## config.mk

```make
export PLATFORM = sky130hd
export DESIGN_NAME = mpt_top
export DESIGN_NICKNAME = d
export VERILOG_FILES = /design/src/include/mpt_pkg.sv /design/src/rtl/mpt_pcm.sv /design/src/rtl/mpt_chan.sv /design/src/rtl/mpt_top.sv
export SDC_FILE = /design/constraint.sdc
export NUM_CORES = 2
export LEC_CHECK = 0
export BUFFER_PORTS_ARGS = -buffer_cell sky130_fd_sc_hd__buf_4
export CAP_MARGIN = 20
export CORE_ASPECT_RATIO = 0.6
export CORE_MARGIN = 2
export CORE_UTILIZATION = 60
export DETAILED_ROUTE_END_ITERATION = 8
export PLACE_DENSITY = 0.83
export REMOVE_ABC_BUFFERS = 1
export SYNTH_ARGS = -nofsm -noshare
export SYNTH_HDL_FRONTEND = slang
export SYNTH_SLANG_ARGS = --single-unit
```

## constraint.sdc

```tcl
create_clock -name CLK_SYS -period 5.2 [get_ports CLK_SYS]
set_input_delay 0.78 -clock CLK_SYS [delete_from_list [all_inputs] [get_ports CLK_SYS]]
set_output_delay 0.78 -clock CLK_SYS [all_outputs]
set_load 0.03 [all_outputs]
```

## src/include/mpt_pkg.sv

```systemverilog
// Shared constants, register map and carrier types of the multichannel PWM timer
package mpt_pkg;

	// ****************************************
	// Sizes
	// ****************************************
	localparam int NCH = 8; // Number of 8-bit channels
	localparam int NPAIR = 4; // Adjacent channel pairs
	localparam int BW = 8; // Width of one channel setting
	localparam int CH_W = 16; // Engine width, wide enough for a joined pair

	// ****************************************
	// Register map, byte addresses
	// ****************************************
	localparam logic [7:0] OFS_ENABLE = 8'h00; // Channel enables
	localparam logic [7:0] OFS_POLARITY = 8'h04; // 1 = active high
	localparam logic [7:0] OFS_CENTER = 8'h08; // 1 = center aligned
	localparam logic [7:0] OFS_PCM = 8'h0c; // 1 = PCM (pulse density) output
	localparam logic [7:0] OFS_CONCAT = 8'h10; // Pair joins, bit p joins 2p+1:2p
	localparam logic [7:0] OFS_OUTSTAT = 8'h14; // Read only, pin levels
	localparam logic [7:0] OFS_PERIOD = 8'h20; // Bank, one word per channel
	localparam logic [7:0] OFS_DUTY = 8'h40; // Bank, one word per channel
	localparam logic [7:0] OFS_COUNT = 8'h60; // Bank, read only counters
	localparam int BANK_LSB = 5; // Bank select field
	localparam int IDX_LSB = 2; // Word index inside a bank
	localparam logic [2:0] BANK_CTRL = 3'h0; // Bank of the control words
	localparam logic [2:0] IDX_LAST_RW = 3'h4; // Last writable control word
	localparam logic [2:0] IDX_OUTSTAT = 3'h5; // Status word index

	// ****************************************
	// Reset values
	// ****************************************
	localparam logic [7:0] RST_BYTE = 8'h00; // Default of most fields
	localparam logic [7:0] RST_POLARITY = 8'hff; // All outputs active high
	localparam logic [7:0] RST_PERIOD = 8'hff; // Full 8-bit period

	// ****************************************
	// Carriers
	// ****************************************
	typedef struct packed {
		logic center; // Up/down counting
		logic pcm; // Pulse density output
		logic [CH_W-1:0] per; // Period
		logic [CH_W-1:0] duty; // Active length
	} mpt_chcfg_t;

	typedef struct packed {
		logic [7:0] addr; // Byte address
		logic wr; // Write when set
		logic [31:0] wdata; // Write data
		logic [3:0] strb; // Byte lanes
	} mpt_apbreq_t;

endpackage

```

## src/rtl/mpt_pcm.sv

```systemverilog
// Pulse density (PCM) generator of one channel
`timescale 1ns/1ns
`default_nettype none

module mpt_pcm #(
	parameter int W = mpt_pkg::CH_W
) (
	input wire logic clk, // System clock
	input wire logic rst, // Synchronous reset
	input wire logic en, // Runs while set
	input wire logic [W-1:0] per, // Denominator
	input wire logic [W-1:0] duty, // Numerator
	output logic pulse // Active slot
);

	// ****************************************
	// Accumulator
	// ****************************************
	if (W < 2 || W > mpt_pkg::CH_W)
	begin : g_bad_w
		$error("mpt_pcm: unsupported width");
	end

	logic [W-1:0] acc; // Remainder, below per except when per is zero or has just been lowered
	logic [W-1:0] next_acc;
	logic next_pulse;
	logic [W:0] sum; // One bit wider so the add never wraps
	logic full; // 100 percent setting

	// Spreads duty/per active slots evenly, which pushes ripple to high frequency
	always_comb
	begin
		sum = {1'b0, acc} + {1'b0, duty};
		full = (duty >= per) && (duty != '0);
		next_acc = acc;
		next_pulse = 1'b0;
		if (!en)
			next_acc = '0;
		else if (full)
		begin
			next_pulse = 1'b1;
			next_acc = '0;
		end
		else if (per != '0 && sum >= {1'b0, per})
		begin
			next_pulse = 1'b1;
			next_acc = W'(sum - {1'b0, per});
		end
		else
			next_acc = (per == '0) ? '0 : sum[W-1:0];
	end

	// State registers
	always_ff @(posedge clk)
	begin
		if (rst)
		begin
			acc <= '0;
			pulse <= 1'b0;
		end
		else
		begin
			acc <= next_acc;
			pulse <= next_pulse;
		end
	end
endmodule
`default_nettype wire

```

## src/rtl/mpt_chan.sv

```systemverilog
// Counter and compare engine of one channel, with boundary-loaded shadow settings
`timescale 1ns/1ns
`default_nettype none

module mpt_chan #(
	parameter int W = mpt_pkg::CH_W
) (
	input wire logic clk, // System clock
	input wire logic rst, // Synchronous reset
	input wire logic en, // Channel runs while set
	input wire mpt_pkg::mpt_chcfg_t cfg, // Settings as software wrote them
	output mpt_pkg::mpt_chcfg_t sh, // Settings in force
	output logic [W-1:0] cnt, // Counter
	output logic active // Compare result
);

	// ****************************************
	// Counter
	// ****************************************
	if (W != mpt_pkg::CH_W)
	begin : g_bad_w
		$error("mpt_chan: width must match the settings");
	end

	logic down; // Counting down in center mode
	logic bnd; // Last count of the period
	logic full; // 100 percent setting
	logic next_down;
	logic next_active;
	logic [W-1:0] next_cnt;
	mpt_pkg::mpt_chcfg_t next_sh;

	// End of period: left wraps at per-1, center turns back at zero
	assign bnd = sh.center ? (sh.per == '0 || (down && cnt == '0))
		: (sh.per == '0 || cnt >= sh.per - 1'b1);

	// Next count, direction and shadow
	always_comb
	begin
		full = (sh.duty >= sh.per) && (sh.duty != '0);
		next_cnt = cnt;
		next_down = down;
		next_sh = sh;
		next_active = 1'b0;
		if (!en)
		begin
			// Idle channel takes new settings at once
			next_cnt = '0;
			next_down = 1'b0;
			next_sh = cfg;
		end
		else
		begin
			next_active = full || (cnt < sh.duty);
			if (bnd)
				next_sh = cfg;
			if (!sh.center)
				next_cnt = bnd ? '0 : cnt + 1'b1;
			else if (sh.per == '0)
			begin
				next_cnt = '0;
				next_down = 1'b0;
			end
			else if (!down)
			begin
				if (cnt >= sh.per)
				begin
					next_down = 1'b1;
					next_cnt = cnt - 1'b1;
				end
				else
					next_cnt = cnt + 1'b1;
			end
			else if (cnt == '0)
			begin
				next_down = 1'b0;
				next_cnt = cnt + 1'b1;
			end
			else
				next_cnt = cnt - 1'b1;
		end
	end

	// State registers
	always_ff @(posedge clk)
	begin
		if (rst)
		begin
			cnt <= '0;
			down <= 1'b0;
			sh <= '0;
			active <= 1'b0;
		end
		else
		begin
			cnt <= next_cnt;
			down <= next_down;
			sh <= next_sh;
			active <= next_active;
		end
	end
endmodule
`default_nettype wire

```

## src/rtl/mpt_top.sv

```systemverilog
// Eight-channel PWM timer with APB register access
`timescale 1ns/1ns
`default_nettype none

// Summary of operation
// - Eight 8-bit channels, own counter, period, duty
// - Duty ranges from always off to always on
// - PCM pulse density mode per channel
// - Per-channel output polarity select
// - Left (wrap) or center (up/down) alignment
// - Adjacent pairs join into 16-bit channels
module mpt_top (
	input wire logic CLK_SYS, // System clock
	input wire logic SYS_RST, // Synchronous reset, active high
	input wire logic PSEL, // APB select
	input wire logic PENABLE, // APB access phase
	input wire logic PWRITE, // APB direction
	input wire logic [7:0] PADDR, // APB byte address
	input wire logic [31:0] PWDATA, // APB write data
	input wire logic [3:0] PSTRB, // APB byte lanes
	output logic [31:0] PRDATA, // APB read data
	output logic PREADY, // APB ready
	output logic PSLVERR, // APB error
	output logic [7:0] PWM_OUT // Waveform pins
);

	// ****************************************
	// Register decode
	// ****************************************

	// True when the word exists and allows the access
	function automatic logic reg_ok(input logic [7:0] a, input logic wr);
		logic [2:0] bank;
		logic [2:0] idx;
		bank = a[mpt_pkg::BANK_LSB+:3];
		idx = a[mpt_pkg::IDX_LSB+:3];
		reg_ok = 1'b0;
		if (a[1:0] == 2'h0)
		begin
			if (bank == mpt_pkg::BANK_CTRL)
				reg_ok = wr ? (idx <= mpt_pkg::IDX_LAST_RW)
					: (idx <= mpt_pkg::IDX_OUTSTAT);
			else if (bank == mpt_pkg::OFS_PERIOD[mpt_pkg::BANK_LSB+:3])
				reg_ok = 1'b1;
			else if (bank == mpt_pkg::OFS_DUTY[mpt_pkg::BANK_LSB+:3])
				reg_ok = 1'b1;
			else if (bank == mpt_pkg::OFS_COUNT[mpt_pkg::BANK_LSB+:3])
				reg_ok = !wr; // Counters are read only
		end
	endfunction

	// ****************************************
	// Registers and wires
	// ****************************************
	logic [7:0] en_r; // Channel enables
	logic [7:0] pol_r; // Polarity, 1 = active high
	logic [7:0] cen_r; // Center alignment
	logic [7:0] pcm_r; // PCM mode
	logic [3:0] cat_r; // Pair joins
	logic [7:0] per_r [mpt_pkg::NCH]; // Period settings
	logic [7:0] duty_r [mpt_pkg::NCH]; // Duty settings
	logic [7:0] next_en;
	logic [7:0] next_pol;
	logic [7:0] next_cen;
	logic [7:0] next_pcm;
	logic [3:0] next_cat;
	logic [7:0] next_per [mpt_pkg::NCH];
	logic [7:0] next_duty [mpt_pkg::NCH];
	logic [31:0] next_prdata;
	logic next_pready;
	logic next_pslverr;
	logic [7:0] next_pwm;
	mpt_pkg::mpt_apbreq_t req; // Request bundle
	logic wr_go; // Write takes effect this edge
	logic [2:0] bank; // Bank of the request
	logic [2:0] idx; // Word of the request

	mpt_pkg::mpt_chcfg_t cfg [mpt_pkg::NCH]; // Settings into each engine
	mpt_pkg::mpt_chcfg_t sh [mpt_pkg::NCH]; // Settings in force
	logic [mpt_pkg::CH_W-1:0] cnt [mpt_pkg::NCH]; // Engine counters
	logic [7:0] cnt_view; // Counter bytes as software sees them
	logic [7:0] ch_en; // Engine runs
	logic [7:0] act; // Compare results
	logic [7:0] pulse; // PCM results
	logic [7:0] pick; // Result of the chosen mode
	logic [7:0] mute; // Low half of a joined pair

	assign req = '{addr: PADDR, wr: PWRITE, wdata: PWDATA, strb: PSTRB};
	assign bank = req.addr[mpt_pkg::BANK_LSB+:3];
	assign idx = req.addr[mpt_pkg::IDX_LSB+:3];
	// Only the low lane carries data; a write without it changes nothing
	assign wr_go = PSEL && PENABLE && PREADY && req.wr && req.strb[0]
		&& reg_ok(req.addr, 1'b1);

	// ****************************************
	// Channel engines
	// ****************************************
	for (genvar i = 0; i < mpt_pkg::NCH; i++)
	begin : g_ch
		localparam int P = i / 2; // Pair number

		if (i % 2 == 1)
		begin : g_odd
			// Joined pair: even byte low, odd byte high
			assign cfg[i] = cat_r[P]
				? '{center: cen_r[i], pcm: pcm_r[i],
					per: {per_r[i], per_r[i-1]}, duty: {duty_r[i], duty_r[i-1]}}
				: '{center: cen_r[i], pcm: pcm_r[i],
					per: {8'h00, per_r[i]}, duty: {8'h00, duty_r[i]}};
			assign mute[i] = 1'b0;
			// Counter bytes for software are picked in the answer stage
		end
		else
		begin : g_even
			assign cfg[i] = '{center: cen_r[i], pcm: pcm_r[i],
				per: {8'h00, per_r[i]}, duty: {8'h00, duty_r[i]}};
			assign mute[i] = cat_r[P];
			// The even word of a joined pair reads the odd engine's low byte
		end

		// Even engine of a joined pair stands idle
		assign ch_en[i] = en_r[i] && !mute[i];

		mpt_chan #(
			.W(mpt_pkg::CH_W)
		) u_chan (
			.clk(CLK_SYS),
			.rst(SYS_RST),
			.en(ch_en[i]),
			.cfg(cfg[i]),
			.sh(sh[i]),
			.cnt(cnt[i]),
			.active(act[i])
		);

		mpt_pcm #(
			.W(mpt_pkg::CH_W)
		) u_pcm (
			.clk(CLK_SYS),
			.rst(SYS_RST),
			.en(ch_en[i] && sh[i].pcm),
			.per(sh[i].per),
			.duty(sh[i].duty),
			.pulse(pulse[i])
		);

		assign pick[i] = sh[i].pcm ? pulse[i] : act[i];
	end

	// ****************************************
	// Output stage
	// ****************************************

	// Polarity flips the active level; a muted half rests at its idle level
	always_comb
	begin
		for (int k = 0; k < mpt_pkg::NCH; k++)
			next_pwm[k] = mute[k] ? !pol_r[k] : (pick[k] ~^ pol_r[k]);
	end

	// ****************************************
	// Register file
	// ****************************************

	// Next values of the software settings
	always_comb
	begin
		next_en = en_r;
		next_pol = pol_r;
		next_cen = cen_r;
		next_pcm = pcm_r;
		next_cat = cat_r;
		next_per = per_r;
		next_duty = duty_r;
		if (wr_go)
		begin
			if (bank == mpt_pkg::BANK_CTRL)
			begin
				unique case (req.addr)
					mpt_pkg::OFS_ENABLE: next_en = req.wdata[7:0];
					mpt_pkg::OFS_POLARITY: next_pol = req.wdata[7:0];
					mpt_pkg::OFS_CENTER: next_cen = req.wdata[7:0];
					mpt_pkg::OFS_PCM: next_pcm = req.wdata[7:0];
					mpt_pkg::OFS_CONCAT: next_cat = req.wdata[3:0];
					default: next_en = en_r; // Unreachable after reg_ok
				endcase
			end
			else if (bank == mpt_pkg::OFS_PERIOD[mpt_pkg::BANK_LSB+:3])
				next_per[idx] = req.wdata[7:0];
			else
				next_duty[idx] = req.wdata[7:0];
		end
	end

	// Software settings
	always_ff @(posedge CLK_SYS)
	begin
		if (SYS_RST)
		begin
			en_r <= mpt_pkg::RST_BYTE;
			pol_r <= mpt_pkg::RST_POLARITY;
			cen_r <= mpt_pkg::RST_BYTE;
			pcm_r <= mpt_pkg::RST_BYTE;
			cat_r <= mpt_pkg::RST_BYTE[3:0];
			for (int k = 0; k < mpt_pkg::NCH; k++)
			begin
				per_r[k] <= mpt_pkg::RST_PERIOD;
				duty_r[k] <= mpt_pkg::RST_BYTE;
			end
		end
		else
		begin
			en_r <= next_en;
			pol_r <= next_pol;
			cen_r <= next_cen;
			pcm_r <= next_pcm;
			cat_r <= next_cat;
			per_r <= next_per;
			duty_r <= next_duty;
		end
	end

	// ****************************************
	// APB answer
	// ****************************************

	// Counter byte of the addressed channel; a joined pair shows low then high
	always_comb
	begin
		logic [2:0] pr;
		pr = {1'b0, idx[2:1]};
		if (cat_r[pr[1:0]])
			cnt_view = idx[0] ? cnt[idx][15:8] : cnt[{idx[2:1], 1'b1}][7:0];
		else
			cnt_view = cnt[idx][7:0];
	end

	// Answer is prepared in the setup cycle so it leaves flops; zero wait states
	always_comb
	begin
		next_pready = PSEL && !PENABLE;
		next_pslverr = 1'b0;
		next_prdata = PRDATA;
		if (PSEL && !PENABLE)
		begin
			next_pslverr = !reg_ok(req.addr, req.wr);
			next_prdata = '0;
			if (!req.wr && reg_ok(req.addr, 1'b0))
			begin
				if (bank == mpt_pkg::BANK_CTRL)
				begin
					unique case (req.addr)
						mpt_pkg::OFS_ENABLE: next_prdata[7:0] = en_r;
						mpt_pkg::OFS_POLARITY: next_prdata[7:0] = pol_r;
						mpt_pkg::OFS_CENTER: next_prdata[7:0] = cen_r;
						mpt_pkg::OFS_PCM: next_prdata[7:0] = pcm_r;
						mpt_pkg::OFS_CONCAT: next_prdata[3:0] = cat_r;
						default: next_prdata[7:0] = PWM_OUT; // Status word
					endcase
				end
				else if (bank == mpt_pkg::OFS_PERIOD[mpt_pkg::BANK_LSB+:3])
					next_prdata[7:0] = per_r[idx];
				else if (bank == mpt_pkg::OFS_DUTY[mpt_pkg::BANK_LSB+:3])
					next_prdata[7:0] = duty_r[idx];
				else
					next_prdata[7:0] = cnt_view;
			end
		end
	end

	// Bus answer and pins
	always_ff @(posedge CLK_SYS)
	begin
		if (SYS_RST)
		begin
			PRDATA <= '0;
			PREADY <= 1'b0;
			PSLVERR <= 1'b0;
			PWM_OUT <= '0;
		end
		else
		begin
			PRDATA <= next_prdata;
			PREADY <= next_pready;
			PSLVERR <= next_pslverr;
			PWM_OUT <= next_pwm;
		end
	end
endmodule
`default_nettype wire

```

# After elaboration in Yosys (flattened, before gate mapping)
# Cells that the tools add are included.
dict set report word_totals {
  latchBits 0
  output_inout_bits 42
  input_bits 49
  mem_bits_rw 0
  word_cells 568
  mem_bits_ro 0
  memories 0
  ff_bits 670
}
dict set report classes {
  mux 195
  shift 0
  addsub 40
  mul 0
  reduce_logical 146
  order_cmp 46
  bitwise_logic 29
  div 0
  eq_ne 15
}
# op count
set op_table {}
lappend op_table {{$mux 16} 66}
lappend op_table {{$mux 34} 16}
lappend op_table {{$ge 16x16->1} 16}
lappend op_table {{$logic_not 16->1} 16}
lappend op_table {{$reduce_bool 16->1} 16}
lappend op_table {{$sub 16x1->16 const B} 12}
lappend op_table {{$add 16x1->16 const B} 8}
lappend op_table {{$bwmux 64} 2}
lappend op_table {{$mux 32} 4}
lappend op_table {{$mux 8} 13}
lappend op_table {{$bmux 16 s3} 2}
lappend op_table {{$mux 1} 86}
lappend op_table {{$add 16x16->17} 4}
lappend op_table {{$add 16x8->17} 4}
lappend op_table {{$ge 17x16->1} 4}
lappend op_table {{$ge 17x8->1} 4}
lappend op_table {{$ge 16x8->1} 4}
lappend op_table {{$lt 16x16->1} 4}
lappend op_table {{$lt 16x8->1} 4}
lappend op_table {{$sub 16x16->16} 4}
lappend op_table {{$sub 16x8->16} 4}
lappend op_table {{$bmux 8 s3} 2}
lappend op_table {{$logic_and 1x1->1} 44}
lappend op_table {{$pmux 4 s5} 2}
lappend op_table {{26 further kinds} 130}

# Logic depth before layout (Yosys ltp)
dict set report logic_depth {
  depth_word 10
  depth_mapped 22
}

# Modules after synthesis
# From an unflattened synthesis, not the netlist that was laid out.
dict set report unflattened {
  cells_unflattened 7726
  area_unflattened_um2 65333.9
}
# mod n_inst seq_area_each_um2 cells_per_inst area_each_um2
set by_module_without_submodules {}
lappend by_module_without_submodules {mpt_pcm 8 340.3 341 2642.5}
lappend by_module_without_submodules {{mpt_chan (g_ch[0].u_chan ...)} 5 1041.0 492 4197.8}
lappend by_module_without_submodules {mpt_top 1 3643.5 1053 10621.4}
lappend by_module_without_submodules {{mpt_chan (g_ch[3].u_chan ...)} 2 1041.0 490 4147.7}
lappend by_module_without_submodules {{mpt_chan (g_ch[7].u_chan)} 1 1041.0 505 4287.9}

# Least setup slack after synthesis
# OpenSTA, ideal clock, no wires.
dict set report synth_timing {
  path_kind {reg-to-reg}
  startpoint {reg g_ch[3].u_chan.sh[1] (netlist name)}
  endpoint {reg g_ch[3].u_pcm.acc[10]}
  path_stages_with_launch 18
  path_buffers 1
  path_slack_ns 0.870
  required_ns 5.072
  arrival_ns 4.202
  path_cell_list {dfxtp_1 > ha_1 > a211oi_1 > o21bai_1 > a2111oi_0 > nor3_1 > or4b_2 > a31oi_1 > xnor2_1 > ha_1 > nand3_1 > or4_1 > o22ai_1 > a211o_1 > a21oi_2 > buf_4 > mux2i_1 > nor2_1}
}
dict set report synth_via {
  elab_chain_cells 4
}
# element line
set synth_lines {}
lappend synth_lines {{$add 16x16->17} mpt_pcm.sv:33} ;# sum = {1'b0, acc} + {1'b0, duty};
lappend synth_lines {{$ge 17x16->1} mpt_pcm.sv:44} ;# else if (per != '0 && sum >= {1'b0, per})
lappend synth_lines {{$logic_and 1x1->1} mpt_pcm.sv:44}
lappend synth_lines {{$mux 16} mpt_pcm.sv:44}
lappend synth_lines {{end signal, assigned} mpt_pcm.sv:63} ;# acc <= next_acc;
lappend synth_lines {{end, declared} mpt_pcm.sv:24} ;# logic [W-1:0] acc;
# Several ways; a longest one is shown, not always the timed one.
# A chain may end at the register's enable or synchronous reset.

# Worst setup path after layout
dict set report layout_timing {
  startpoint {reg g_ch[3].u_chan.sh[1] (netlist name)}
  endpoint {reg g_ch[3].u_pcm.acc[3]}
}
dict set report layout_via {
  elab_chain_cells 4
}
# element line
set layout_lines {}
lappend layout_lines {{$add 16x16->17} mpt_pcm.sv:33}
lappend layout_lines {{$ge 17x16->1} mpt_pcm.sv:44}
lappend layout_lines {{$logic_and 1x1->1} mpt_pcm.sv:44}
lappend layout_lines {{$mux 16} mpt_pcm.sv:44}
# Several ways; a longest one is shown, not always the timed one.

==> results by stage <==
Clocking:
- The clock tree synthesis step divided the H-tree into 3 levels.
- The number of hold buffers added after CTS was 0.
- The clock transition at the register clock pins on the worst setup and hold paths after CTS is 0.07 ns.
- The post-CTS setup repair buffer count is 0.
- The clock latency reported for the late side of the worst-skew pair is 0.66 ns.
- No sink is reached through more buffers than the 3 on the longest clock path.
- Once the clock tree was built, the resizer swapped 0 gates to a different size.
- The root buffer cell is clkbuf_16.
- The total clock sinks is 670.
- TritonCTS built the clock tree.
- Counting the buffers created by CTS gives 70.

Power and ir drop:
- In this run the power spent charging and discharging nets is 2790 uW.
- In this run switching power makes up 24.7% of total power.
- The proportion of power drawn by the clock network is 48.5%.
- The static power due to leakage is 0.0234 uW.
- The internal portion of the total power is 8520 uW.
- The maximum VDD drop is 0.215 mV.
- In this run the power density over the cells is 203 nW/um^2.
- Per report_power, the sequential group accounts for 46.0% of the total.
- Combinational logic burns 5.5% of the power.

Setup path:
- The largest fanout of any net on the critical path is 17.
- STA classifies the critical path endpoint as a flop.
- The data required time of the critical path is around 5.7 ns.
- The worst setup path is launched from a flop.
- The data arrival at the endpoint of the critical path is 5.34 ns.
- By startpoint and endpoint, the worst setup path is classified as flop to flop.

Die:
- The initial standard-cell utilization of the core is 60.8%.
- The overall die height is 232 microns.
- The floorplan step set the die width to around 380 microns.
- The initialized floorplan defines 83 standard-cell rows.
- The floorplan step defined a die boundary enclosing 89400 sq um.
- The total area inside the core boundary comes to 85800 sq um.
- The number of placed I/O pins is 91.

Synthesis:
- The share of synthesized registers carrying an async set or reset is 0%.
- Summing the areas of all compound-gate instances in the mapped netlist gives between 10% and 20% of the synthesized area.
- The area share of fa/ha/maj cells after synthesis is 15.6%.
- After synthesis, the netlist uses roughly 110 different library cells.
- The main combinational cell family by area after synthesis is simple AND/OR/NAND/NOR gates.
- The mean cell area of the mapped netlist is approximately 8.4 sq um.
- During synthesis, Yosys emitted a total of 0 warnings.
- After Yosys synthesis, XOR and XNOR cells account for roughly 5.5% of the synthesized area.
- The multiplexer fraction of the synthesized cell area is 9.76%.
- The number of flip-flops and latches in the synthesized netlist is 670.
- Synthesis produced a netlist whose cell count is about 6200.
- After Yosys synthesis, and, or, nand and nor cells account for 19.8% of the synthesized area.
- Sequential elements use 25.7% of the synthesized area.
- For this run, the leading register cell type out of synthesis is dfxtp_1.
- The synthesized design contains 0 enable-type register cells.
- Summing every instance area after synthesis gives 52200 sq um.

Placement:
- In this run the cell area measured after placement is 53200 sq um.
- The count of buffers inserted at the top-level ports is 39.
- Once detailed placement completed, the half-perimeter wirelength came to approximately 120 mm.
- The congestion estimate from routability-driven global placement came to 0.985.

Outcome:
- The flow ran to the end, and the final reports show no timing, DRC or antenna violations.

Timing:
- The number of pins with negative max-slew slack in the final report is 0.
- In this run the tightest slew margin relative to its limit is 25.4%.
- The worst hold slack is between 0.4 and 0.5 ns.
- The count of endpoints failing hold in the final timing report came to 0.
- Static timing analysis puts the maximum clock frequency at around 210 MHz.
- The worst clock skew on the final layout is approximately 0.027 ns.
- Setup violations remaining at the end of the flow were counted as 0.
- The worst path in the final design needs a cycle of slightly below 5 ns, including I/O delays and setup.
- Setup repair after global routing left no endpoint under its margin.
- For the pin with the worst max-slew slack, the measured transition is about 1.1 ns.
- Adding up every negative setup slack in the final design gives 0 ns.
- The final worst-path cycle share is 93.0%.

Cells and area:
- The final net count is 6811.
- The area growth from synthesis to layout is 6.87%.
- The final non-filler cell area is 55800 sq um.
- The share of cells above drive strength 1 is about 6.7%.
- The fraction of the core area covered by cells at the end of the flow is about two thirds.

Detailed routing:
- The via count of the routed design is 49384.
- For this block, the initial DRC count from the detailed router was roughly 7300.
- The total wire length is 164 mm.
- Before antenna repair, the detailed router went through 7 iterations.
- The via density per instance is 6.73.
- The detailed-route DRC error count is 0.
- The detail route stage leaves a number of antenna-violating nets equal to 0.
- The average wire per standard cell is 22.4 microns.

Global routing:
- The pin count of the biggest net entering global routing is around 100.
- The first global-routing pass estimated 255 mm of wire.
- In the global route stage, overall resource usage came out at 35.8%.
- The number of antenna violations at the first check in global routing is 3.
- The total global routing overflow is 0.
- The via count of the first global-routing pass is 45200.

Flow run:
- Across the run, the number of max-cap violations was 0.

Hold path:
- The tightest min-delay check is of the flop to flop type.
[registers in the layout (all words and copies together) (netlist names), 32 cells and up]
name	flops
g_ch.u_chan.sh	208
g_ch.u_chan.cnt	128
g_ch.u_pcm.acc	128
cfg	64
duty_r	32
per_r	32
[worst paths after layout]
check	start	end	slack (ns)	cells after the start
max	g_ch[3].u_chan.sh[1]	g_ch[3].u_pcm.acc[3]	0.37	19
min	g_ch[7].u_chan.sh[29]	g_ch[7].u_chan.sh[29]	0.47	2
max reg2reg	g_ch[3].u_chan.sh[1]	g_ch[3].u_pcm.acc[3]	0.37	19
min reg2reg	g_ch[7].u_chan.sh[29]	g_ch[7].u_chan.sh[29]	0.47	2
[layout by cell type (no fill, tap or decap), types with 37 or more instances in the layout]
master,netlist,routed
xor2_1,84,84
nor2_1,681,681
mux4_2,73,73
nand2b_1,75,75
clkbuf_16,0,73
a211oi_1,160,159
inv_1,309,309
o21a_1,60,60
or3_1,58,58
nor4_1,56,55
and3_1,99,99
a211o_1,71,70
nand3_1,209,209
a21oi_1,406,406
nor2b_1,112,112
mux2i_1,342,342
dfxtp_1,670,670
nand2_1,378,378
nand4_1,76,76
buf_4,30,106
a221oi_1,37,37
ha_1,624,624
xnor2_1,242,242
a21o_1,146,146
nor3_1,169,169
o21ai_0,193,193
[synthesized netlist by cell type, drive strengths merged, types with 35 or more instances]
cell type	count	area (sq um)
nor2b	112	701
nand2b	75	469
nand2	378	1420
nor2	681	2560
mux4	73	1640
nand4	77	488
inv	309	1160
buf	106	596
o21ai	203	1020
xor2	85	752
and3	99	619
nor4	59	397
a21o	146	1100
a211oi	164	1250
mux2i	342	3420
ha	624	7810
a211o	71	622
nor3	174	902
clkbuf	201	757
xnor2	242	2120
a221oi	37	324
or2	35	221
nand3	210	1060
dfxtp	670	13400
or3	61	397
a21oi	411	2080
o21a	60	450
[power by group through the flow]
stage	clock network [uW]	registers (uW)	logic, uW
finish	5490	5200	624
global route	5700	5200	671
CTS	5500	5200	602
detailed placement	0	5310	596
global placement	0	5310	573
floorplan	0	5300	354
[routing by layer]
metal | part of all wire [%] | wire, microns | up-vias | GRT usage (%)
met1 | 43 | 71500 | 23186 | 53.3
li1 | - | - | 22519 | -
met2 | 38 | 62600 | 3244 | 48.2
met5 | 0.049 | 80 | - | 0
met4 | 3.4 | 5620 | 4 | 11.5
met3 | 15 | 24700 | 431 | 11.3
[final cells by class]
type | instances | area, sq um
antenna | 12 | 30.0
clock buffer | 93 | 2000
clock inverter | 35 | 445
fill | 6992 | 30000
inverter | 309 | 1160
multi-input combinational | 4959 | 36400
sequential | 670 | 13400
tap | 1147 | 1440
timing repair buffer | 112 | 906
[metrics by stage]
stage | instances | power [uW] | setup slack (ns)
2_1_floorplan | 5938 | 5650 | 0.298
3_3_place_gp | 7194 | 5880 | 0.639
3_5_place_dp | 7195 | 5910 | 0.525
4_1_cts | 7323 | 11300 | 0.480
5_1_grt | 7325 | 11600 | 0.0603
6_report | 7337 | 11300 | 0.366
[critical path, cell delays in order (launching register included)]
cell and delay [ns]:
dfxtp_1 0.41, ha_1 0.27, a211oi_1 0.27, o21bai_1 0.14
a2111oi_0 0.49, buf_4 0.20, nor3_1 0.07, o31ai_1 0.32
nor2b_1 0.21, xnor2_1 0.18, ha_1 0.34, a21oi_1 0.18
o21ai_0 0.12, o311ai_0 0.44, a21oi_1 0.19, and2_1 0.22
a21oi_2 0.15, buf_12 0.19, mux2i_1 0.20, nor2_1 0.06
[cells by family (layout without fill, tap and decap cells)]
logic type               after synthesis  after routing
other                                  1             36
flip-flops                           670            670
adder cells (fa/ha/maj)              640            640
multiplexers                         417            417
XOR/XNOR                             327            327
AND/OR/NAND/NOR                     2098           2098
AO/OA/AOI/OAI                       1453           1453
buffers and inverters                616            549
(Power assumes the default switching activity.)
